--- config.mk ---
export PLATFORM = sky130hd
export DESIGN_NAME = param_access_latch
export DESIGN_NICKNAME = d
export VERILOG_FILES = /design/src/param_latch_pkg.sv /design/src/param_store.sv /design/src/param_access_latch.sv
export VERILOG_INCLUDE_DIRS = /design/src
export SDC_FILE = /design/constraint.sdc
export NUM_CORES = 2
export LEC_CHECK = 0
export BUFFER_PORTS_ARGS = -buffer_cell sky130_fd_sc_hd__buf_2
export CAP_MARGIN = 20
export CORE_MARGIN = 5
export CORE_UTILIZATION = 60
export DETAILED_ROUTE_END_ITERATION = 10
export PLACE_DENSITY = 0.85
export RECOVER_POWER = 50
export SKIP_CTS_REPAIR_TIMING = 1
export SLEW_MARGIN = 25
export SYNTH_ARGS = -nofsm -noshare
export SYNTH_HDL_FRONTEND = slang
export SYNTH_SLANG_ARGS = --single-unit
--- constraint.sdc ---
create_clock -name ref_clk_i -period 12.21 [get_ports ref_clk_i]
set_input_delay 2.442 -clock ref_clk_i [delete_from_list [all_inputs] [get_ports ref_clk_i]]
set_output_delay 2.442 -clock ref_clk_i [all_outputs]
set_load 0.03 [all_outputs]
--- src/param_latch_params.svh ---
// Purpose: named constants for the parameter access and fault latch block
// Assumes: included by bare name; definitions only
// Notes:   fault codes are 16-bit values as shown on the diagnostic word
`ifndef PARAM_LATCH_PARAMS_SVH
`define PARAM_LATCH_PARAMS_SVH

`define FC_RT_ALERT      16'hb602
`define FC_PROTO_ERR     16'hb603
`define FC_PROTO_ALERT   16'hb604
`define FC_UNKNOWN       16'hb605
`define FC_BUSY          16'hb607
`define FC_HOT_RESET     16'hb608
`define FC_HOT_STOP      16'hb609
`define FC_INT_TIMEOUT   16'hb60a
`define FC_INT_ERR       16'hb60b
`define FC_INCOMPAT      16'hb60c

`define CLASS_0          3'h0
`define CLASS_2          3'h2
`define CLASS_4          3'h4

`define WARN_ETH_BIT     4'he
`define SIG_ETH_BIT      4'h8
`define CLASS_BITS       5

`define NUM_PARAMS       16
`define ADDR_W           4
`define ZERO_WORD        32'h0000_0000
`define ZERO_HALF        16'h0000

// data type limits
`define S8_MIN           32'hffff_ff80
`define S8_MAX           32'h0000_007f
`define U8_MAX           32'h0000_00ff
`define S16_MIN          32'hffff_8000
`define S16_MAX          32'h0000_7fff
`define U16_MAX          32'h0000_ffff
`define S32_MIN          32'h8000_0000
`define S32_MAX          32'h7fff_ffff
`define U32_MAX          32'hffff_ffff

`endif

--- src/param_latch_pkg.sv ---
// Purpose: types for the parameter access and fault latch block
// Assumes: constants come from param_latch_params.svh
// Notes:   parameter attributes travel as one packed struct
package param_latch_pkg;

  typedef enum logic [2:0] {
    DT_INT8,
    DT_UINT8,
    DT_INT16,
    DT_UINT16,
    DT_INT32,
    DT_UINT32
  } data_type_t;

  typedef struct packed {
    data_type_t  dtype;
    logic        writable;
    logic        persistent;
    logic        expert;
    logic        restart_apply;
    logic        has_limits;
    logic [31:0] min_val;
    logic [31:0] max_val;
  } param_attr_t;

  typedef struct packed {
    logic rt_alert;
    logic link_fault;
    logic proto_alert;
    logic unknown_fault;
    logic int_timeout;
    logic int_error;
    logic incompat;
    logic chan_reset;
  } eth_events_t;

  typedef enum logic [1:0] {
    ACC_OK,
    ACC_READ_ONLY,
    ACC_EXPERT,
    ACC_RANGE
  } access_status_t;

endpackage : param_latch_pkg

--- src/param_store.sv ---
// Purpose: small parameter memory with registered read data
// Assumes: one write port and one read port on the drive clock
// Notes:   contents are cleared by reset
`timescale 1ns/1ps
`default_nettype none
`include "param_latch_params.svh"

module param_store (
  input  wire logic                 ref_clk_i, // drive clock
  input  wire logic                 srst_i,    // sync reset
  input  wire logic                 we_i,      // write strobe
  input  wire logic [`ADDR_W-1:0]   waddr_i,   // write address
  input  wire logic [31:0]          wdata_i,   // write data
  input  wire logic [`ADDR_W-1:0]   raddr_i,   // read address
  output logic      [31:0]          rdata_o    // registered read data
);

  logic [31:0] mem [`NUM_PARAMS];

  always_ff @(posedge ref_clk_i) begin
    if (srst_i) begin
      for (int i = 0; i < `NUM_PARAMS; i++) begin
        mem[i] <= `ZERO_WORD;
      end
    end else if (we_i) begin
      mem[waddr_i] <= wdata_i;
    end
  end

  always_ff @(posedge ref_clk_i) begin
    if (srst_i) begin
      rdata_o <= `ZERO_WORD;
    end else begin
      rdata_o <= mem[raddr_i];
    end
  end

endmodule : param_store

`default_nettype wire

--- src/param_access_latch.sv ---
// Purpose: parameter write checking and ethernet fault latching
// Assumes: request and event inputs come from logic on ref_clk_i
// Notes:   values are scaled integers; the master stores persistent data
`timescale 1ns/1ps
`default_nettype none
`include "param_latch_params.svh"

// Overview of operation
// - realtime alert gives b602, class 0, warn 14
// - link timeout gives b603, class 2, sig 8
// - protocol alert gives b604, class 0, warn 14
// - unclassified fault gives b605, class 2, sig 8
// - request while busy gives b607, warn 14
// - channel reset while enabled gives b608, sig 8
// - internal timeout gives b60a, class 0, warn 14
// - internal error gives b60b, class 0, warn 14
// - incompatible firmware gives b60c, class 4, sig 8
// - no explicit limits means data type limits
// - reject writes outside minimum or maximum
// - read-only parameters readable, never written
// - read-write parameters accept reads and writes
// - expert parameters writable only in expert mode
// - each parameter selected by its own address
// - fractional values travel as scaled integers
// - some parameters take effect after restart; restart applies only the value pending at the last request address
// - action status bits 0-4 show classes
module param_access_latch (
  input  wire logic                         ref_clk_i,    // drive clock
  input  wire logic                         srst_i,       // sync reset
  input  wire logic                         req_i,        // access request
  input  wire logic                         req_write_i,  // 1 write, 0 read
  input  wire logic [`ADDR_W-1:0]           req_addr_i,   // parameter addr
  input  wire logic [31:0]                  req_data_i,   // scaled value
  input  wire param_latch_pkg::param_attr_t attr_i,       // attrs of addr
  input  wire logic                         expert_i,     // expert active
  input  wire logic                         power_en_i,   // power stage on
  input  wire logic                         restart_i,    // restart pulse
  input  wire logic                         store_req_i,  // store request
  input  wire param_latch_pkg::eth_events_t eth_evt_i,    // fault pulses
  input  wire logic                         warn_clr_i,   // clear warnings
  input  wire logic                         sig_clr_i,    // clear errors
  output logic                              ack_o,        // access done
  output logic [31:0]                       rdata_o,      // read value
  output param_latch_pkg::access_status_t   status_o,     // access result
  output logic                              store_o,      // nv store pulse
  output logic [15:0]                       fault_code_o, // last fault
  output logic [2:0]                        fault_class_o,// its class
  output logic [15:0]                       warning_latch_word_o,      // w
  output logic [15:0]                       error_signal_latch_word_o, // e
  output logic [15:0]                       action_status_word_o       // a
);

  typedef enum logic [1:0] {
    ST_IDLE,
    ST_READ,
    ST_DONE
  } acc_state_t;

  acc_state_t                      state;
  acc_state_t                      next_state;
  param_latch_pkg::access_status_t next_status;
  logic                            next_we;
  logic [31:0]                     lo_lim;
  logic [31:0]                     hi_lim;
  logic                            signed_cmp;
  logic                            in_range;
  logic                            busy_evt;
  logic                            hot_reset_evt;
  logic [31:0]                     store_rdata;
  logic [`ADDR_W-1:0]              addr;
  logic [`NUM_PARAMS-1:0]          pend_valid;
  logic [31:0]                     pend_data [`NUM_PARAMS];
  logic                            pend_we;
  logic [15:0]                     next_code;
  logic [2:0]                      next_class;
  logic                            evt_any;
  logic [`CLASS_BITS-1:0]          class_seen;
  logic                            warn_set;
  logic                            sig_set;

  // explicit bounds, else the data type bounds
  always_comb begin
    signed_cmp = 1'b0;
    lo_lim     = `ZERO_WORD;
    hi_lim     = `U32_MAX;
    case (attr_i.dtype)
      param_latch_pkg::DT_INT8: begin
        signed_cmp = 1'b1;
        lo_lim     = `S8_MIN;
        hi_lim     = `S8_MAX;
      end
      param_latch_pkg::DT_UINT8: begin
        hi_lim     = `U8_MAX;
      end
      param_latch_pkg::DT_INT16: begin
        signed_cmp = 1'b1;
        lo_lim     = `S16_MIN;
        hi_lim     = `S16_MAX;
      end
      param_latch_pkg::DT_UINT16: begin
        hi_lim     = `U16_MAX;
      end
      param_latch_pkg::DT_INT32: begin
        signed_cmp = 1'b1;
        lo_lim     = `S32_MIN;
        hi_lim     = `S32_MAX;
      end
      default: begin
        hi_lim     = `U32_MAX;
      end
    endcase
    if (attr_i.has_limits) begin
      lo_lim = attr_i.min_val;
      hi_lim = attr_i.max_val;
    end
  end

  // data arrives pre-scaled by its decimal places
  always_comb begin
    if (signed_cmp) begin
      in_range = ($signed(req_data_i) >= $signed(lo_lim)) &&
                 ($signed(req_data_i) <= $signed(hi_lim));
    end else begin
      in_range = (req_data_i >= lo_lim) && (req_data_i <= hi_lim);
    end
  end

  // refusal order: attribute, expert, range
  always_comb begin
    next_status = param_latch_pkg::ACC_OK;
    next_we     = 1'b0;
    pend_we     = 1'b0;
    if (req_write_i) begin
      if (!attr_i.writable) begin
        next_status = param_latch_pkg::ACC_READ_ONLY;
      end else if (attr_i.expert && !expert_i) begin
        next_status = param_latch_pkg::ACC_EXPERT;
      end else if (!in_range) begin
        next_status = param_latch_pkg::ACC_RANGE;
      end else if (attr_i.restart_apply) begin
        pend_we     = 1'b1;
      end else begin
        next_we     = 1'b1;
      end
    end
  end

  always_comb begin
    next_state = state;
    case (state)
      ST_IDLE: begin
        if (req_i && !req_write_i) begin
          next_state = ST_READ;
        end else if (req_i) begin
          next_state = ST_DONE;
        end
      end
      ST_READ: begin
        next_state = ST_DONE;
      end
      default: begin
        next_state = ST_IDLE;
      end
    endcase
  end

  always_ff @(posedge ref_clk_i) begin
    if (srst_i) begin
      state <= ST_IDLE;
    end else begin
      state <= next_state;
    end
  end

  always_ff @(posedge ref_clk_i) begin
    if (srst_i) begin
      addr <= '0;
    end else if (state == ST_IDLE && req_i) begin
      addr <= req_addr_i;
    end
  end

  // a request outside idle is refused as busy
  assign busy_evt = req_i && (state != ST_IDLE);
  assign hot_reset_evt = eth_evt_i.chan_reset && power_en_i;

  param_store u_store (
    .ref_clk_i (ref_clk_i),
    .srst_i    (srst_i),
    .we_i      ((state == ST_IDLE && req_i && next_we) ||
                (restart_i && pend_valid[addr])),
    .waddr_i   (restart_i ? addr : req_addr_i),
    .wdata_i   (restart_i ? pend_data[addr] : req_data_i),
    .raddr_i   (req_addr_i),
    .rdata_o   (store_rdata)
  );

  // deferred values wait here until restart
  always_ff @(posedge ref_clk_i) begin
    if (srst_i) begin
      pend_valid <= '0;
      for (int i = 0; i < `NUM_PARAMS; i++) begin
        pend_data[i] <= `ZERO_WORD;
      end
    end else if (restart_i) begin
      pend_valid <= '0;
    end else if (state == ST_IDLE && req_i && pend_we) begin
      pend_valid[req_addr_i] <= 1'b1;
      pend_data[req_addr_i]  <= req_data_i;
    end
  end

  always_ff @(posedge ref_clk_i) begin
    if (srst_i) begin
      ack_o    <= 1'b0;
      status_o <= param_latch_pkg::ACC_OK;
      rdata_o  <= `ZERO_WORD;
    end else begin
      ack_o <= 1'b0;
      if (state == ST_IDLE && req_i) begin
        status_o <= next_status;
        ack_o    <= req_write_i;
      end else if (state == ST_READ) begin
        rdata_o <= store_rdata;
        ack_o   <= 1'b1;
      end
    end
  end

  // nv copy only on the master's store request
  always_ff @(posedge ref_clk_i) begin
    if (srst_i) begin
      store_o <= 1'b0;
    end else begin
      store_o <= store_req_i;
    end
  end

  // first listed event wins the code
  always_comb begin
    next_code  = fault_code_o;
    next_class = fault_class_o;
    evt_any    = 1'b1;
    if (eth_evt_i.incompat) begin
      next_code  = `FC_INCOMPAT;
      next_class = `CLASS_4;
    end else if (hot_reset_evt) begin
      next_code  = `FC_HOT_RESET;
      next_class = `CLASS_2;
    end else if (eth_evt_i.link_fault) begin
      next_code  = `FC_PROTO_ERR;
      next_class = `CLASS_2;
    end else if (eth_evt_i.unknown_fault) begin
      next_code  = `FC_UNKNOWN;
      next_class = `CLASS_2;
    end else if (eth_evt_i.rt_alert) begin
      next_code  = `FC_RT_ALERT;
      next_class = `CLASS_0;
    end else if (eth_evt_i.proto_alert) begin
      next_code  = `FC_PROTO_ALERT;
      next_class = `CLASS_0;
    end else if (busy_evt) begin
      next_code  = `FC_BUSY;
      next_class = `CLASS_0;
    end else if (eth_evt_i.int_timeout) begin
      next_code  = `FC_INT_TIMEOUT;
      next_class = `CLASS_0;
    end else if (eth_evt_i.int_error) begin
      next_code  = `FC_INT_ERR;
      next_class = `CLASS_0;
    end else begin
      evt_any    = 1'b0;
    end
  end

  assign warn_set = eth_evt_i.rt_alert || eth_evt_i.proto_alert ||
                    busy_evt || eth_evt_i.int_timeout ||
                    eth_evt_i.int_error;
  assign sig_set  = eth_evt_i.link_fault || eth_evt_i.unknown_fault ||
                    hot_reset_evt || eth_evt_i.incompat;

  always_ff @(posedge ref_clk_i) begin
    if (srst_i) begin
      fault_code_o  <= `ZERO_HALF;
      fault_class_o <= `CLASS_0;
    end else if (evt_any) begin
      fault_code_o  <= next_code;
      fault_class_o <= next_class;
    end
  end

  // set beats clear in the same cycle so no event is lost
  always_ff @(posedge ref_clk_i) begin
    if (srst_i) begin
      warning_latch_word_o <= `ZERO_HALF;
    end else if (warn_set) begin
      warning_latch_word_o[`WARN_ETH_BIT] <= 1'b1;
    end else if (warn_clr_i) begin
      warning_latch_word_o <= `ZERO_HALF;
    end
  end

  always_ff @(posedge ref_clk_i) begin
    if (srst_i) begin
      error_signal_latch_word_o <= `ZERO_HALF;
    end else if (sig_set) begin
      error_signal_latch_word_o[`SIG_ETH_BIT] <= 1'b1;
    end else if (sig_clr_i) begin
      error_signal_latch_word_o <= `ZERO_HALF;
    end
  end

  // class bits track the latches
  always_comb begin
    class_seen    = action_status_word_o[`CLASS_BITS-1:0];
    if (warn_set) begin
      class_seen[`CLASS_0] = 1'b1;
    end
    if (eth_evt_i.link_fault || eth_evt_i.unknown_fault || hot_reset_evt) begin
      class_seen[`CLASS_2] = 1'b1;
    end
    if (eth_evt_i.incompat) begin
      class_seen[`CLASS_4] = 1'b1;
    end
    if (warn_clr_i && !warn_set) begin
      class_seen[`CLASS_0] = 1'b0;
    end
    if (sig_clr_i && !sig_set) begin
      class_seen[`CLASS_2] = 1'b0;
      class_seen[`CLASS_4] = 1'b0;
    end
  end

  always_ff @(posedge ref_clk_i) begin
    if (srst_i) begin
      action_status_word_o <= `ZERO_HALF;
    end else begin
      action_status_word_o[`CLASS_BITS-1:0] <= class_seen;
    end
  end

endmodule : param_access_latch

`default_nettype wire

# After elaboration in Yosys (flattened, before gate mapping)
# Memory sizes are Yosys's and may differ from the RTL's. A register that Yosys moved wholly into a read port is not among the register bits.
# Cells that the tools add are included.
totals:
  ff_bits: 82
  ram_bits: 1024
  out_inout_bits: 103
  wordCells: 149
  mem_count: 2
classes:
  order_cmp: 7
  n_eq_ne: 6
  muxes: 79
  n_bitwise: 2
  reduce_logical: 39
mem_list:
  columns: ["memory", "words", "width", "read_ports", "rd_clocked_by_memory_dff", "wr", "line_no", "text"]
  rows:
  - ["pend_data", 16, 32, 1, 1, 16, "param_access_latch.sv:72", "logic [31:0] pend_data [`NUM_PARAMS];"]
  - ["u_store.mem", 16, 32, 1, 1, 16, "param_store.sv:18", "logic [31:0] mem [`NUM_PARAMS];"]
op_table:
  columns: ["cell", "n"]
  rows:
  - ["$mux W32", 5]
  - ["$pmux W32 S5", 1]
  - ["$mux W16", 9]
  - ["$pmux W32 S3", 1]
  - ["$ge A32 B32 Y1", 2]
  - ["$le A32 B32 Y1", 2]
  - ["$reduce_or A32 Y1", 2]
  - ["$mux W1", 38]
  - ["$mux W3", 9]
  - ["$mux W4", 5]
  - ["$or A16 B16 Y16", 1]
  - ["$mux W15", 1]
  - ["$logic_and A1 B1 Y1", 13]
  - ["$mux W2", 6]
  - ["$lt A4 B5 Y1 const B", 2]
  - ["$mux W9", 1]
  - ["$reduce_bool A9 Y1", 1]
  - ["$logic_or A1 B1 Y1", 8]
  - ["$eq A3 B2 Y1 const B", 2]
  - ["$reduce_bool A2 Y1", 3]
  - ["$reduce_or A2 Y1", 3]
  - ["$bmux W1 S4", 1]
  - ["$demux W1 S4", 1]
  - ["$ge A4 B1 Y1 const B", 1]
  - ["11 further kinds", 15]

# Logic depth before layout (Yosys ltp)
depth:
  ltp_word: 17
  depth_mapped: 17

# Cells and area by module
# A second synthesis with hierarchy kept.
hier_totals:
  hier_cells: 3689
  area_unflattened_um2: 52716.8
by_module_without_submodules:
  columns: ["mod", "n_inst", "cells_per_inst", "area_per_inst_um2"]
  rows:
  - ["param_access_latch", 1, 2011, 28427.3]
  - ["param_store", 1, 1678, 24289.5]

# Least setup slack after synthesis
# OpenSTA, ideal clock, no wires.
synth_path:
  path_kind: "input port to flip-flop"
  from: "in attr_i[64] in the netlist's numbering"
  to: "mem u_store.mem[12][0] (enable)"
  setup_ns: 0.428
  t_arrival_ns: 7.314
  slack_ns: 4.468
  stages: 13
  n_path_buf: 2
  cell_sequence: "nor3_1 clkbuf_1 a21oi_1 ha_1 and4_1 nand4_1 or4_1 or3_1 a211o_2 o22ai_1 o21ai_1 clkbuf_1 o21bai_1"
synth_lines:
  columns: ["item", "line_no", "text"]
  rows:
  - ["start: declaration", "param_access_latch.sv:34", "input wire param_latch_pkg::param_attr_t attr_i,"]
  - ["end: declaration", "param_store.sv:18", null]

==> flow_summary.yaml <==
grt:
  gr-usage-all-layers_pct: 30.3
  globalRouteMet2Util_pct: 48.8
  grt_max_degree: 133
  grt_pass1_vias: 32400
  grt_overflow: 0
  grt.busiest_layer: "met2"
  grt_pass1_wl_um: 204000
  grtUsageMet1_pct: 38.6
  use_met3_pct: 9.02
  grt_antenna_before_repair: 10
placed_design:
  dp_cells: 4626
  hpwl_um: 77700
  port_buffers: 176
  gp_congestion: 0.824
  place_area_um2: 53300
sta:
  maxSlewHeadroom_pct: -157
  setup_viol: 0
  period_share_pct: 84.2
  fin_tns_setup_ns: 0
  tightest_slew_ns: 3.86
  hold_violations: 0
  period_needed_ns: 10.28
  finalMaxSlewViolations: 834
  rsz0062_at_grt: "false"
  finClkSkew_ns: 0.0539
  fmax_ghz: 0.0973
synth:
  synth_area_um2: 51500
  synth_flop_cell: "edfxtp_1"
  synth-seq-cells: 1130
  yosys_warnings: 0
  synth_edf_count: 1024
  ys_seq_area_share_pct: 63.9
  synth_cell_types: 56
  async_flop_share_pct: 0
  syn_area_per_cell_um2: 14.7
  syn_inst: 3512
run:
  drv_cap: 25
setup_path:
  slowest_delay_ns: 2.62
  path_class: "input port to flop"
  crit_buf_inv: 1
  crit_slowest_cell: "or2_0"
  crit_path_start_kind: "input port"
  cp_top_family: "simple AND/OR/NAND/NOR gates"
  cp_max_fo: 32
  crit_required_ns: 12.38
  crit_path_frequent_cell: "nand4_1"
  worst_setup_path_end_kind: "flop"
  cp.arrival_ns: 10.45
  path_cells: "clkbuf_1 > nor2b_1 > a22oi_1 > ha_1 > nand4_1 > nor3_1 > nand4_1 > and2_0 > a211o_2 > o41a_1 > nor4_1 > or2_0"
cts:
  cts_max_level: 3
  root_buffer: "clkbuf_16"
  cts_tree: "done"
  clkTransAtPathRegs_ns: 0.07
  clk-insertion-delay-late_ns: 0.69
  cts_max_path_buffers: 3
  cts_made_buffers: 110
  cts_sinks: 1130
power:
  power.density_nw_per_um2: 150
  leakage_nw: 19.2
  vdd_drop_max_uv: 136
floorplanning:
  start_util_pct: 60.5
  die_width_um: 303
  core_area_um2: 85100
  num_rows: 107
  ios: 229
  die_y_um: 303
  die-area_um2: 91700
final_layout:
  syn2layout_area_growth_pct: 9.86
  final-seq-area_um2: 32900
  fin_util_pct: 66.4
  final.fill_count: 5593
  nets: 3786
  final_area_um2: 56500
  stdcell_count: 4839
  layout-drive-gt1-share_pct: 19.9
  multi_input_area_um2: 17300
route:
  vias: 31600
  routed_wl_um: 138000
  firstDrtPassIters: 6
  antenna_left: 0
  avgRoutedWirePerCell_um: 28.6
  drc: 0
  via_per_inst: 6.52
  drt-initial-drc-count: 4446
status:
  violations: "capacitance limit, slew limit"
  status: "complete, but fails checks"
min_path:
  hp-class: "flop to flop"
layer usage:
layer  share of wire, %  routed length, um  vias up
met4                4.8               6660       10
met2                 48              66400     2467
met5              0.044                 61        -
met1                 33              46000    15600
met3                 14              19200      488
li1                   -                  -    13000
cell usage after synthesis (2+ instances only):
library cell	n	area share, %
a211o_1	3	0.051
a211oi_1	3	0.044
a21boi_0	2	0.029
a21o_1	26	0.38
a21oi_1	108	1.1
a221oi_1	2	0.034
and2_1	519	6.3
and3_1	2	0.024
and4_1	4	0.068
buf_1	31	0.23
buf_2	4	0.039
buf_4	58	0.85
buf_6	22	0.48
clkbuf_1	203	1.5
dfxtp_1	106	4.1
edfxtp_1	1024	60
ha_1	64	1.6
inv_1	8	0.058
mux2_2	31	0.68
mux2i_1	5	0.097
mux4_2	325	14
nand2_1	221	1.6
nand2b_1	8	0.097
nand3_1	10	0.097
nand3b_1	4	0.058
nand4_1	12	0.15
nor2_1	542	4.0
nor2b_1	38	0.46
nor3_1	8	0.078
nor4_4	16	0.66
o211ai_1	6	0.088
o21ai_0	32	0.31
o21ai_1	5	0.049
o21bai_1	16	0.23
or2_2	19	0.23
or3_1	2	0.024
or4_1	4	0.058
state kept, by name, summed over array words and instances (netlist names), 2 cells and up, named ones only:
name,cells
fault_class_o,2
status_o,2
fault_code_o,5
state,2
rdata_o,32
pend_data,512
pend_valid,16
addr,4
action_status_word_o,3
u_store.mem,512
u_store.rdata_o,32
cell families (layout without fill, tap and decap cells):
| logic type | Yosys count | count (layout) | synth area share [%] |
|---|---|---|---|
| other | 1 | 56 | 0.00729 |
| buffers and inverters | 327 | 455 | 3.17 |
| multiplexers | 361 | 361 | 15.0 |
| adder cells (fa/ha/maj) | 64 | 64 | 1.56 |
| flip-flops | 1130 | 1130 | 63.9 |
| AO/OA/AOI/OAI | 213 | 213 | 2.43 |
| AND/OR/NAND/NOR | 1416 | 1416 | 14.0 |
report_power, final:
part | switching, mW | internal (mW) | total [mW] | leakage [nW]
Combinational | 0.460 | 0.264 | 0.724 | 6.13
Sequential | 0.0576 | 4.35 | 4.40 | 11.3
Clock | 1.45 | 1.93 | 3.38 | 1.76
Total | 1.97 | 6.54 | 8.51 | 19.2
cells in the final DEF, fill, tap and decap left out, types with 6 or more instances in the layout:
| master | n |
|---|---|
| and2_1 | 203 |
| o21bai_4 | 14 |
| mux2_2 | 31 |
| nor2_1 | 537 |
| a21oi_1 | 107 |
| clkbuf_8 | 11 |
| edfxtp_1 | 1024 |
| nand2_1 | 221 |
| buf_2 | 119 |
| clkbuf_1 | 103 |
| nor4_1 | 11 |
| nor2b_1 | 37 |
| clkbuf_16 | 114 |
| dfxtp_1 | 102 |
| nand4_1 | 12 |
| buf_4 | 40 |
| clkinv_1 | 16 |
| or2_4 | 10 |
| inv_1 | 8 |
| ha_1 | 64 |
| nor3_1 | 7 |
| bufinv_16 | 7 |
| a21o_1 | 26 |
| o21ai_0 | 34 |
| o211ai_1 | 6 |
| nand2b_1 | 8 |
| clkinv_2 | 13 |
| conb_1 | 51 |
| nor4_4 | 6 |
| mux4_2 | 325 |
| nand3_1 | 9 |
| and2_0 | 317 |
worst reg2reg max path, stage by stage, from the launching register on:
cell and delay [ns]:
dfxtp_1 0.35, nor2_1 0.43, nand2_1 0.49, nor2_1 0.25, and2_1 0.20, nand3_2 0.44, nor4_1 0.53, or2_0 2.62
final timing paths:
path	start	end	slack (ns)	cells after the start
hold / removal	u_store.rdata_o[28]	rdata_o[28]	0.43	2
hold reg to reg	u_store.rdata_o[28]	rdata_o[28]	0.43	2
setup reg to reg	state[1]	pend_data[12][1]	6.37	7
setup / recovery	attr_i[64]	pend_data[12][1]	1.93	12
area by class of cell:
class                   instances  share of cell area [%]
flip-flops and latches       1130                    58.2
multi-input cells            2105                    30.5
clock buffers                 156                    5.51
well taps                    1144                    2.53
repair buffers                241                    2.36
clock inverters                50                   0.861
inverters                       8                  0.0531
diodes                          5                  0.0221
per-stage QoR:
stage               hold WS (ns)  total power, mW  worst slack (ns)
global route               0.449             8.72              1.90
CTS                        0.434             8.51              3.95
global placement           0.423             5.16              3.04
floorplan                  0.417             4.93              4.47
finish                     0.426             8.51              1.93
detailed placement         0.427             5.19              3.33
Power figures use the tool's default switching activity.
